[src/fpsi_pkg.sv]
package fpsi_pkg;

  // Clock rate and the times from which cycle counts derive.
  localparam int CLK_MHZ        = 25;
  localparam int TEST_PULSE_US  = 10000;
  localparam int TEST_CYCLES    = TEST_PULSE_US * CLK_MHZ;
  localparam int DISCREP_US     = 20000;
  localparam int DISCREP_CYCLES = DISCREP_US * CLK_MHZ;

  // Register byte offsets on the bus.
  localparam logic [7:0] OFS_CTRL     = 8'h00;
  localparam logic [7:0] OFS_STATUS   = 8'h04;
  localparam logic [7:0] OFS_IRQ_STAT = 8'h08;
  localparam logic [7:0] OFS_IRQ_MASK = 8'h0C;
  localparam logic [7:0] OFS_LIMIT    = 8'h10;

  // Control register field positions.
  localparam int CTRL_FORCE_BIT = 0;
  localparam int CTRL_OFF_BIT   = 1;

  // Limit register field positions.
  localparam int LIM_TORQUE_LSB = 0;
  localparam int LIM_SPEED_LSB  = 8;

  // Values after reset and the uncapped values used in automatic mode.
  localparam logic [7:0]  TORQUE_RST  = 8'h19;
  localparam logic [15:0] SPEED_RST   = 16'h00FF;
  localparam logic [7:0]  FULL_TORQUE = 8'h64;
  localparam logic [15:0] FULL_SPEED  = 16'hFFFF;

  // Number of interrupt events.
  localparam int NUM_EVT = 9;

  // Power state.
  typedef enum logic {PWR_OFF, PWR_ON} fpsi_pwr_t;

  // Sticky event bits; status and mask registers share this layout.
  typedef struct packed {
    logic motion_refused;  // A non-jog motion was refused in manual.
    logic test_fail;       // Startup stop test saw no stop.
    logic discrep;         // A redundant pair disagreed too long.
    logic refused;         // A power request was ignored.
    logic granted;         // Motor power was granted.
    logic to_manual;       // Mode went from automatic to manual.
    logic lamp_fail;       // Indicator lamp has failed.
    logic ext_stop;        // Stop came from an external source.
    logic estop;           // A stop condition is present.
  } fpsi_evt_t;

  // Live status word seen by software.
  typedef struct packed {
    logic test_run;        // Startup stop test is running.
    logic estop_discrep;   // Stop pair disagrees.
    logic mode_discrep;    // Mode pair disagrees.
    logic lamp_fail;       // Lamp failure present.
    logic ext_source;      // External stop source reported.
    logic estop_active;    // Stop condition present.
    logic mode_auto;       // Automatic operation selected.
    logic power_on;        // Motor power granted.
  } fpsi_status_t;

endpackage : fpsi_pkg

[src/fpsi_pair_check.sv]
`timescale 1ns/100ps
// Registers a redundant input pair and flags a lasting disagreement.
module fpsi_pair_check #(
  parameter int LIMIT = 500000  // Cycles of disagreement before a flag.
) (
  input  wire logic clock,
  input  wire logic rst_n,
  input  wire logic in_a,
  input  wire logic in_b,
  output logic      both_high,
  output logic      discrep
);
  import fpsi_pkg::*;

  localparam int CNT_W = $clog2(LIMIT + 1);

  // A zero limit would flag every single-cycle skew between contacts.
  if (LIMIT < 1) begin : g_chk
    $error("fpsi_pair_check: LIMIT must be at least one");
  end

  typedef struct packed {
    logic             both;     // Both channels high.
    logic             discrep;  // Disagreement outlasted the limit.
    logic [CNT_W-1:0] cnt;      // Cycles of disagreement so far.
  } fpsi_pair_st_t;

  fpsi_pair_st_t s_q;  // Registered state.
  fpsi_pair_st_t s_d;  // Next state.

  // Contacts bounce at different moments, so only a long mismatch counts.
  always_comb begin
    s_d      = s_q;
    s_d.both = in_a & in_b;
    if (in_a == in_b) begin
      // Agreement clears the count and the flag.
      s_d.cnt     = '0;
      s_d.discrep = 1'b0;
    end else if (s_q.cnt == CNT_W'(LIMIT)) begin
      // Saturated: the pair is declared faulty.
      s_d.discrep = 1'b1;
    end else begin
      s_d.cnt = s_q.cnt + 1'b1;
    end
  end

  // State register with a constant asynchronous reset.
  always_ff @(posedge clock or negedge rst_n) begin
    if (!rst_n) begin
      s_q <= '0;
    end else begin
      s_q <= s_d;
    end
  end

  assign both_high = s_q.both;
  assign discrep   = s_q.discrep;

endmodule : fpsi_pair_check

[src/fpsi_force_pulse.sv]
`timescale 1ns/100ps
// Startup test pulse on the force-stop line, checking that stop follows.
module fpsi_force_pulse #(
  parameter int CYCLES = 250000  // Length of the low test pulse.
) (
  input  wire logic clock,
  input  wire logic rst_n,
  input  wire logic estop_seen,
  output logic      test_active,
  output logic      test_fail
);
  import fpsi_pkg::*;

  localparam int CNT_W = $clog2(CYCLES + 1);

  // The pulse must last at least one cycle to be seen at all.
  if (CYCLES < 1) begin : g_chk
    $error("fpsi_force_pulse: CYCLES must be at least one");
  end

  typedef struct packed {
    logic             active;  // Pulse running.
    logic             seen;    // Stop observed during the pulse.
    logic             fail;    // One-cycle failure report.
    logic [CNT_W-1:0] cnt;     // Cycles elapsed in the pulse.
  } fpsi_pulse_st_t;

  // The pulse starts straight out of reset.
  localparam fpsi_pulse_st_t ST_RST = '{active: 1'b1, default: '0};

  fpsi_pulse_st_t s_q;  // Registered state.
  fpsi_pulse_st_t s_d;  // Next state.

  // Count the pulse out, note whether stop arrived, report at the end.
  always_comb begin
    s_d      = s_q;
    s_d.fail = 1'b0;
    if (s_q.active) begin
      s_d.seen = s_q.seen | estop_seen;
      if (s_q.cnt == CNT_W'(CYCLES - 1)) begin
        // End of pulse: a stop circuit that never tripped is broken.
        s_d.active = 1'b0;
        s_d.fail   = ~(s_q.seen | estop_seen);
      end else begin
        s_d.cnt = s_q.cnt + 1'b1;
      end
    end
  end

  // State register with a constant asynchronous reset.
  always_ff @(posedge clock or negedge rst_n) begin
    if (!rst_n) begin
      s_q <= ST_RST;
    end else begin
      s_q <= s_d;
    end
  end

  assign test_active = s_q.active;
  assign test_fail   = s_q.fail;

endmodule : fpsi_force_pulse

[src/fpsi_top.sv]
`timescale 1ns/100ps
// Front panel safety interlock with an AHB-Lite register slave.
module fpsi_top #(
  parameter int TEST_CYC    = fpsi_pkg::TEST_CYCLES,
  parameter int DISCREP_CYC = fpsi_pkg::DISCREP_CYCLES
) (
  input  wire logic        clock,
  input  wire logic        rst_n,
  input  wire logic        hsel,
  input  wire logic [31:0] haddr,
  input  wire logic [1:0]  htrans,
  input  wire logic        hwrite,
  input  wire logic [2:0]  hsize,
  input  wire logic [31:0] hwdata,
  input  wire logic        hready,
  output logic             hreadyout,
  output logic             hresp,
  output logic [31:0]      hrdata,
  input  wire logic        mode_auto_a_in,
  input  wire logic        mode_auto_b_in,
  input  wire logic        emergency_stop_a_in_n,
  input  wire logic        emergency_stop_b_in_n,
  input  wire logic        external_stop_source_n,
  input  wire logic        lamp_fail_in,
  input  wire logic        power_enable_in,
  input  wire logic        motion_req,
  input  wire logic        motion_is_jog,
  output logic             motion_grant,
  output logic             motion_refuse,
  output logic             motor_power_en,
  output logic             manual_limits,
  output logic [7:0]       torque_cap_pct,
  output logic [15:0]      speed_cap,
  output logic [1:0]       force_stop_out_n,
  output logic             hand_pendant_rts_n,
  output logic             irq
);
  import fpsi_pkg::*;

  // The startup pulse and the pair filter both need at least one cycle.
  if (TEST_CYC < 1 || DISCREP_CYC < 1) begin : g_chk
    $error("fpsi_top: TEST_CYC and DISCREP_CYC must be at least one");
  end

  // Complete state of this module.
  typedef struct packed {
    fpsi_pwr_t   pwr;        // Motor power state.
    logic        en_prev;    // Enable input one cycle ago.
    logic        auto_prev;  // Agreed mode one cycle ago.
    logic        force_sw;   // Software forced stop.
    logic [7:0]  torque;     // Manual torque percentage.
    logic [15:0] speed;      // Manual speed limit.
    fpsi_evt_t   irq_st;     // Sticky event bits.
    fpsi_evt_t   irq_mask;   // Event enables.
    logic [31:0] rdata;      // Read data for the data phase.
    logic        wr_pend;    // A write data phase follows.
    logic [7:0]  wr_addr;    // Offset of that write.
    logic        m_grant;    // Motion grant pulse.
    logic        m_refuse;   // Motion refusal pulse.
    logic [7:0]  tq_cap;     // Torque cap driven out.
    logic [15:0] sp_cap;     // Speed cap driven out.
    logic        irq_out;    // Interrupt line.
  } fpsi_top_st_t;

  // Reset leaves power off and loads the default manual limits.
  localparam fpsi_top_st_t ST_RST = '{
    pwr:     PWR_OFF,
    torque:  TORQUE_RST,
    speed:   SPEED_RST,
    tq_cap:  TORQUE_RST,
    sp_cap:  SPEED_RST,
    default: '0
  };

  fpsi_top_st_t s_q;  // Registered state.
  fpsi_top_st_t s_d;  // Next state.

  logic         mode_auto;    // Both mode channels high.
  logic         mode_discrep; // Mode pair disagrees.
  logic         estop_ok;     // Both stop channels high.
  logic         estop_discrep;// Stop pair disagrees.
  logic         test_active;  // Startup pulse running.
  logic         test_fail;    // Startup pulse failed.
  logic         estop_act;    // Any stop condition present.
  logic         force_stop;   // Stop being forced by this block.
  fpsi_status_t status;       // Live status word.
  fpsi_evt_t    evt;          // Events raised this cycle.

  // Mode pair: automatic only when both channels agree high, so a
  // broken wire or a floating input falls back to manual.
  fpsi_pair_check #(
    .LIMIT (DISCREP_CYC)
  ) u_mode (
    .clock     (clock),
    .rst_n     (rst_n),
    .in_a      (mode_auto_a_in),
    .in_b      (mode_auto_b_in),
    .both_high (mode_auto),
    .discrep   (mode_discrep)
  );

  // Stop pair: clear only when both channels are high.
  fpsi_pair_check #(
    .LIMIT (DISCREP_CYC)
  ) u_estop (
    .clock     (clock),
    .rst_n     (rst_n),
    .in_a      (emergency_stop_a_in_n),
    .in_b      (emergency_stop_b_in_n),
    .both_high (estop_ok),
    .discrep   (estop_discrep)
  );

  // Startup test pulse that must trip the stop circuit.
  fpsi_force_pulse #(
    .CYCLES (TEST_CYC)
  ) u_pulse (
    .clock       (clock),
    .rst_n       (rst_n),
    .estop_seen  (~estop_ok),
    .test_active (test_active),
    .test_fail   (test_fail)
  );

  // A stop is any channel low, so a broken wire also reads as a stop.
  assign estop_act  = ~estop_ok;
  // The software force and the startup pulse share one pin pair; software
  // cannot cut the startup pulse short by clearing its own force bit.
  assign force_stop = test_active | s_q.force_sw;

  // Status word as software reads it.
  // Every field is a live level; none of them is sticky.
  always_comb begin
    status.test_run      = test_active;
    status.estop_discrep = estop_discrep;
    status.mode_discrep  = mode_discrep;
    status.lamp_fail     = lamp_fail_in;
    status.ext_source    = ~external_stop_source_n;
    status.estop_active  = estop_act;
    status.mode_auto     = mode_auto;
    status.power_on      = (s_q.pwr == PWR_ON);
  end

  // Main next-state logic: power sequencing, motion gate, limits,
  // interrupt bookkeeping and the register slave.
  // It reads only registered state and pins, so no output of this block
  // loops back into it within one cycle.
  always_comb begin
    logic        rise;     // Rising edge on the enable button.
    logic        may_on;   // Nothing forbids power.
    logic        kill;     // Something demands power off.
    logic        sw_off;   // Software power-off strobe.
    logic        allowed;  // Motion type permitted now.
    logic        sel;      // Address phase accepted.
    fpsi_evt_t   wclr;     // Bits software clears this cycle.
    rise    = 1'b0;
    may_on  = 1'b0;
    kill    = 1'b0;
    sw_off  = 1'b0;
    allowed = 1'b0;
    sel     = 1'b0;
    wclr    = '0;
    s_d     = s_q;
    evt     = '0;

    // Data phase of a write lands one cycle after its address phase.
    // The offset is kept from the address phase because haddr may
    // already carry the next transfer while hwdata stands.
    s_d.wr_pend = 1'b0;
    if (s_q.wr_pend) begin
      if (s_q.wr_addr == OFS_CTRL) begin
        s_d.force_sw = hwdata[CTRL_FORCE_BIT];
        sw_off       = hwdata[CTRL_OFF_BIT];
      end else if (s_q.wr_addr == OFS_IRQ_STAT) begin
        wclr = fpsi_evt_t'(hwdata[NUM_EVT-1:0]);
      end else if (s_q.wr_addr == OFS_IRQ_MASK) begin
        s_d.irq_mask = fpsi_evt_t'(hwdata[NUM_EVT-1:0]);
      end else if (s_q.wr_addr == OFS_LIMIT) begin
        s_d.torque = hwdata[LIM_TORQUE_LSB +: 8];
        s_d.speed  = hwdata[LIM_SPEED_LSB +: 16];
      end
    end

    // Power request is the low-to-high edge only; a held button
    // cannot re-enable power after a trip.
    s_d.en_prev = power_enable_in;
    rise        = power_enable_in & ~s_q.en_prev;
    s_d.auto_prev = mode_auto;
    evt.to_manual = s_q.auto_prev & ~mode_auto;

    // Stops, a failed lamp and forced stops all forbid power.
    may_on = ~estop_act & ~lamp_fail_in & ~force_stop;
    kill   = ~may_on | evt.to_manual | sw_off;

    // Power state machine.
    case (s_q.pwr)
      PWR_OFF: begin
        if (rise && may_on) begin
          s_d.pwr     = PWR_ON;
          evt.granted = 1'b1;
        end else if (rise) begin
          evt.refused = 1'b1;
        end
      end
      PWR_ON: begin
        // Dropping to manual needs a fresh enable sequence.
        if (kill) begin
          s_d.pwr = PWR_OFF;
        end
      end
      default: begin
        s_d.pwr = PWR_OFF;
      end
    endcase

    // Manual mode lets only jog motions through.
    allowed        = mode_auto | motion_is_jog;
    s_d.m_grant    = motion_req & allowed;
    s_d.m_refuse   = motion_req & ~allowed;
    evt.motion_refused = motion_req & ~allowed;

    // Caps follow the mode; automatic runs uncapped.
    s_d.tq_cap = mode_auto ? FULL_TORQUE : s_q.torque;
    s_d.sp_cap = mode_auto ? FULL_SPEED : s_q.speed;

    // Level conditions keep their sticky bit set while present.
    evt.estop     = estop_act;
    evt.ext_stop  = ~external_stop_source_n;
    evt.lamp_fail = lamp_fail_in;
    evt.discrep   = mode_discrep | estop_discrep;
    evt.test_fail = test_fail;

    // A set in the same cycle as its clear wins over the clear.
    s_d.irq_st  = (s_q.irq_st & ~wclr) | evt;
    s_d.irq_out = |(s_d.irq_st & s_d.irq_mask);

    // Address phase: capture writes, prepare read data.
    // Read data is taken here so hrdata comes straight from a flip-flop
    // in the data phase; the cost is that a read shows the state one
    // cycle before the data phase, not during it.
    sel = hsel & htrans[1] & hready;
    if (sel && hwrite) begin
      s_d.wr_pend = 1'b1;
      s_d.wr_addr = haddr[7:0];
    end else if (sel) begin
      if (haddr[7:0] == OFS_CTRL) begin
        s_d.rdata = {31'h0, s_q.force_sw};
      end else if (haddr[7:0] == OFS_STATUS) begin
        s_d.rdata = {24'h0, status};
      end else if (haddr[7:0] == OFS_IRQ_STAT) begin
        s_d.rdata = {23'h0, s_q.irq_st};
      end else if (haddr[7:0] == OFS_IRQ_MASK) begin
        s_d.rdata = {23'h0, s_q.irq_mask};
      end else if (haddr[7:0] == OFS_LIMIT) begin
        s_d.rdata = {8'h0, s_q.speed, s_q.torque};
      end else begin
        // Unmapped offsets read as zero with an OKAY answer.
        s_d.rdata = 32'h0;
      end
    end
  end

  // State register with a constant asynchronous reset.
  always_ff @(posedge clock or negedge rst_n) begin
    if (!rst_n) begin
      s_q <= ST_RST;
    end else begin
      s_q <= s_d;
    end
  end

  // Zero-wait slave: every transfer completes in one data phase.
  // No transfer is ever refused, so the error response is never used.
  assign hreadyout = 1'b1;
  assign hresp     = 1'b0;
  assign hrdata    = s_q.rdata;

  // Power is also gated by the live inputs, so a stop removes it in
  // the same cycle rather than waiting for the state register. A change
  // to manual is gated the same way, so power drops in the very cycle
  // that the agreed mode falls, not one cycle later.
  assign motor_power_en = (s_q.pwr == PWR_ON) & ~estop_act
                        & ~lamp_fail_in
                        & ~evt.to_manual;

  assign motion_grant   = s_q.m_grant;
  assign motion_refuse  = s_q.m_refuse;
  assign manual_limits  = ~mode_auto;
  assign torque_cap_pct = s_q.tq_cap;
  assign speed_cap      = s_q.sp_cap;

  // Both force-stop pins idle high and go low together.
  assign force_stop_out_n = {2{~force_stop}};

  // The pendant port has no flow control: the request-to-send line is
  // held asserted and nothing in the block waits on the far end.
  assign hand_pendant_rts_n = 1'b0;

  assign irq = s_q.irq_out;

endmodule : fpsi_top

[config.mk]
export PLATFORM = sky130hd
export DESIGN_NAME = fpsi_top
export DESIGN_NICKNAME = d
export VERILOG_FILES = /design/src/fpsi_pkg.sv /design/src/fpsi_pair_check.sv /design/src/fpsi_force_pulse.sv /design/src/fpsi_top.sv
export SDC_FILE = /design/constraint.sdc
export NUM_CORES = 1
export LEC_CHECK = 0
export ABC_AREA = 1
export BUFFER_PORTS_ARGS = -buffer_cell sky130_fd_sc_hd__buf_4
export CORE_UTILIZATION = 60
export CTS_CLUSTER_DIAMETER = 200
export DETAILED_ROUTE_END_ITERATION = 7
export PLACE_DENSITY = 0.86
export REMOVE_ABC_BUFFERS = 1
export SLEW_MARGIN = 20
export SYNTH_ARGS = -nofsm -noshare
export SYNTH_HDL_FRONTEND = slang
export SYNTH_SLANG_ARGS = --single-unit
[constraint.sdc]
create_clock -name clock -period 4.14 [get_ports clock]
set_input_delay 0.414 -clock clock [delete_from_list [all_inputs] [get_ports clock]]
set_output_delay 0.414 -clock clock [all_outputs]
set_load 0.1 [all_outputs]
==> metrics.txt <==
endpoint required time on the critical path=~3.7 ns; Final Max Slew Viols=0; synthesis-stage register bit count=169; worst reg-to-reg setup slack=~2.2 ns; # setup viols final=0; number of different library cells in the post-synthesis netlist=46; Tightest Hold Check Type=input port to register; result of the run=completed; post-synthesis share of cell area spent on full adders, half adders and majority gates=0.0106; count of boundary I/O pins=149; post-route worst hold slack=about 0.11 ns; total power of the final layout=a little under 4000 uW; number of vias after detailed routing=about 6.2k; Worst-Skew Late Latency=0.43 ns; Overflow after GRT=0; Total Neg Setup Slack=0 ns; area occupied by multi-input gates=between 3000 and 4000 um2; CTS buffer count=17; M2 GR Usage=0.438; CTS tree=built; routability congestion estimate=around 0.9; final setup skew=between 0.008 and 0.009 ns; maximum single-stage delay on the critical path=roughly 0.63 ns; cell chain of the critical path=inv_1 -> nand2_1 -> nand2_1 -> nor3_1 -> buf_4; wire length of the first global-routing pass=around 29000 um; DIE AREA=between 10000 and 15000 um2; Post-synth ARST share=1.00; launching element type of the critical path=register; detailed-route vias per instance=around 5.4; area share of the largest cell type after synthesis=0.442; Crit path top cell by count=nand2_1; top area cells in the synthesized netlist=dfrtp_1 (44%), nand2_1 (8.4%), dfstp_2 (7.3%); TritonCTS Sinks=between 150 and 200; slew at the pin closest to its max-slew limit=0.829 ns; port bufs=between 100 and 150; CP Data Arrival Time=2.44 ns; Top delay family on crit path=buffers and inverters; Clock Tree Root=clkbuf_16; Longest Clk Path Bufs=2; mean instance size in the synthesized netlist=9.31 um2; Syn Inst Count=between 800 and 900; pin count of the biggest net entering global routing=110; commonest cells after routing, fill and taps aside=nand2_1 (185), dfrtp_1 (146), inv_1 (102), buf_4 (102), nor2_1 (58); largest area contributor in the netlist=dfrtp_1; ratio of cells with drive above 1 in the final layout=0.271; Setup CP Type=register to output pin; die height=around 120 um; Initial Util=0.619; vias in the first global route=between 6k and 7k; most common cell after layout, fill and taps aside=nand2_1; floorplan die width=approximately 120 um; synth-to-layout area growth=13.4%; Core Rows=between 40 and 50; Seq. cell area=roughly 4300 um2; post-layout min period=2.86 ns; layout filler cell count=between 900 and 1k; commonest register cell after synthesis=dfrtp_1; routing layer with the top usage in global route=met2; DRC violation total after the first TritonRoute iteration=463; WL per Instance=around 16 um; post-synthesis instance area=just over 8000 um2; DP Cell Count=between 1k and 1.5k; share of the yosys chip area belonging to registers=0.515; Max IR drop VDD=0.000313 V; Buffers & Inverters on Critical Path=2; count of nets after finishing=1038; detailed placement HPWL=around 12000 um; normalized max-slew margin=0.446; met3 track demand over resource in global routing=0.0618; max-cap check violation count=0; Antenna Violating Nets Remaining=0; simple-gate share of the synthesized area=0.223; overall fraction of global-route tracks in use=0.263; critical-path cell with the highest stage delay=dfrtp_1; Antenna Diode Count=0; iteration count of the initial detailed-routing pass=6; Post-route DRC=0; floorplan core area=13300 um2; non-filler instance count after layout=1137; peak clock frequency supported by timing=350 MHz; fraction of synthesized cell area in xor and xnor cells=0.0201; largest fanout of any net on the critical path=20; number of enable-type register cells in the synthesized netlist=0; share of cell area taken by muxes after synthesis=0.0350; RSZ-0062 raised after global routing=false; post-route fraction of the period consumed by the critical path=0.690; Total Wirelength=about 18000 um; P per Cell Area=around 420 nW/um2; count of final hold-check violations=0; nature of the critical path endpoint=output pin; level count of the clock H-tree=4; dominant combinational cell family by area after synthesis=simple AND/OR/NAND/NOR gates; number of antenna violations at the first check in global routing=0; GR Util met1=0.332; leakage component of the power=around 0.0046 uW; clock transition at the registers of the reported paths=approximately 0.07 ns; compound-gate portion of the synthesized area=0.0790; YS warnings=0
-- flip-flops by register name (all words and copies together), names as in the netlist, 8 cells and up --
| register | count |
|---|---|
| u_pulse.s_q | 19 |
| u_mode.s_q | 19 |
| torque_cap_pct | 8 |
| s_q | 55 |
| speed_cap | 16 |
| hrdata | 24 |
| u_estop.s_q | 19 |
-- per-stage QoR --
stage	area, um2	worst slack, ns	util
after floorplan	7750	0.312	-
after detailed placement	8750	1.77	0.655
after global placement	8750	1.79	0.655
after CTS	9340	1.31	0.699
after global routing	9370	1.19	0.702
final	9370	1.28	0.702
-- layout make-up --
class / count / share of cell area
Tap cell: 176 / 0.0235
Inverter: 109 / 0.0437
Clock inverter: 13 / 0.0154
Clock buffer: 19 / 0.0473
Sequential cell: 169 / 0.454
Multi-Input combinational cell: 546 / 0.329
Timing Repair Buffer: 105 / 0.0869
-- repair_timing --
action                                 in CTS  in global routing
gates resized for setup                     0                  0
endpoints found under the hold margin       0                 31
setup buffers                               0                  0
hold buffers                                0                  1
-- power breakdown --
part	total, uW	leakage (uW)	internal [uW]	switching [uW]
Sequential	1800	0.00209	1740	58.8
Combinational	575	0.00224	142	433
Clock	1580	0.000282	910	669
-- final timing paths --
kind | from | to | depth (start not counted)
setup reg to reg | u_mode.both_high | irq | 7
min in group asynchronous | rst_n | s_q[31] | 2
setup / recovery | u_mode.both_high | motor_power_en | 5
max in group asynchronous | rst_n | speed_cap[1] | 3
hold / removal | power_enable_in | s_q[112] | 1
hold reg to reg | u_pulse.s_q[19] | u_pulse.test_fail | 1
-- per-layer routing --
metal	up-vias	share of wire
met2	245	0.51
met1	2966	0.41
li1	2910	-
met3	48	0.062
met4	0	0.022
met5	-	0
-- Yosys cell counts, types with 16 or more instances --
cell type / instances
a21oi_1: 33
buf_4: 60
dfrtp_1: 146
dfstp_2: 23
inv_1: 102
nand2_1: 185
nand2_2: 16
nand3_1: 36
nand4_1: 16
nor2_1: 58
nor3_1: 19
o21ai_0: 39
o21ai_2: 16
-- worst reg2reg max path: stages, from the launching register on --
cell     delay (ns)
dfrtp_1        0.55
inv_1          0.61
nand2_1        0.18
o21ai_1        0.24
nand2_1        0.12
nand2_1        0.07
inv_1          0.04
nand3_2        0.07
-- cells by family after synthesis --
kind of cell,count (synthesis)
buffers and inverters,182
xor gates and xnor gates,19
DFF,169
AOI/OAI and AO/OA,111
and+or+nand+nor,377
adders and majority gates,7
other,2
muxes,21
Note: power is estimated with default switching activity, not from simulation.
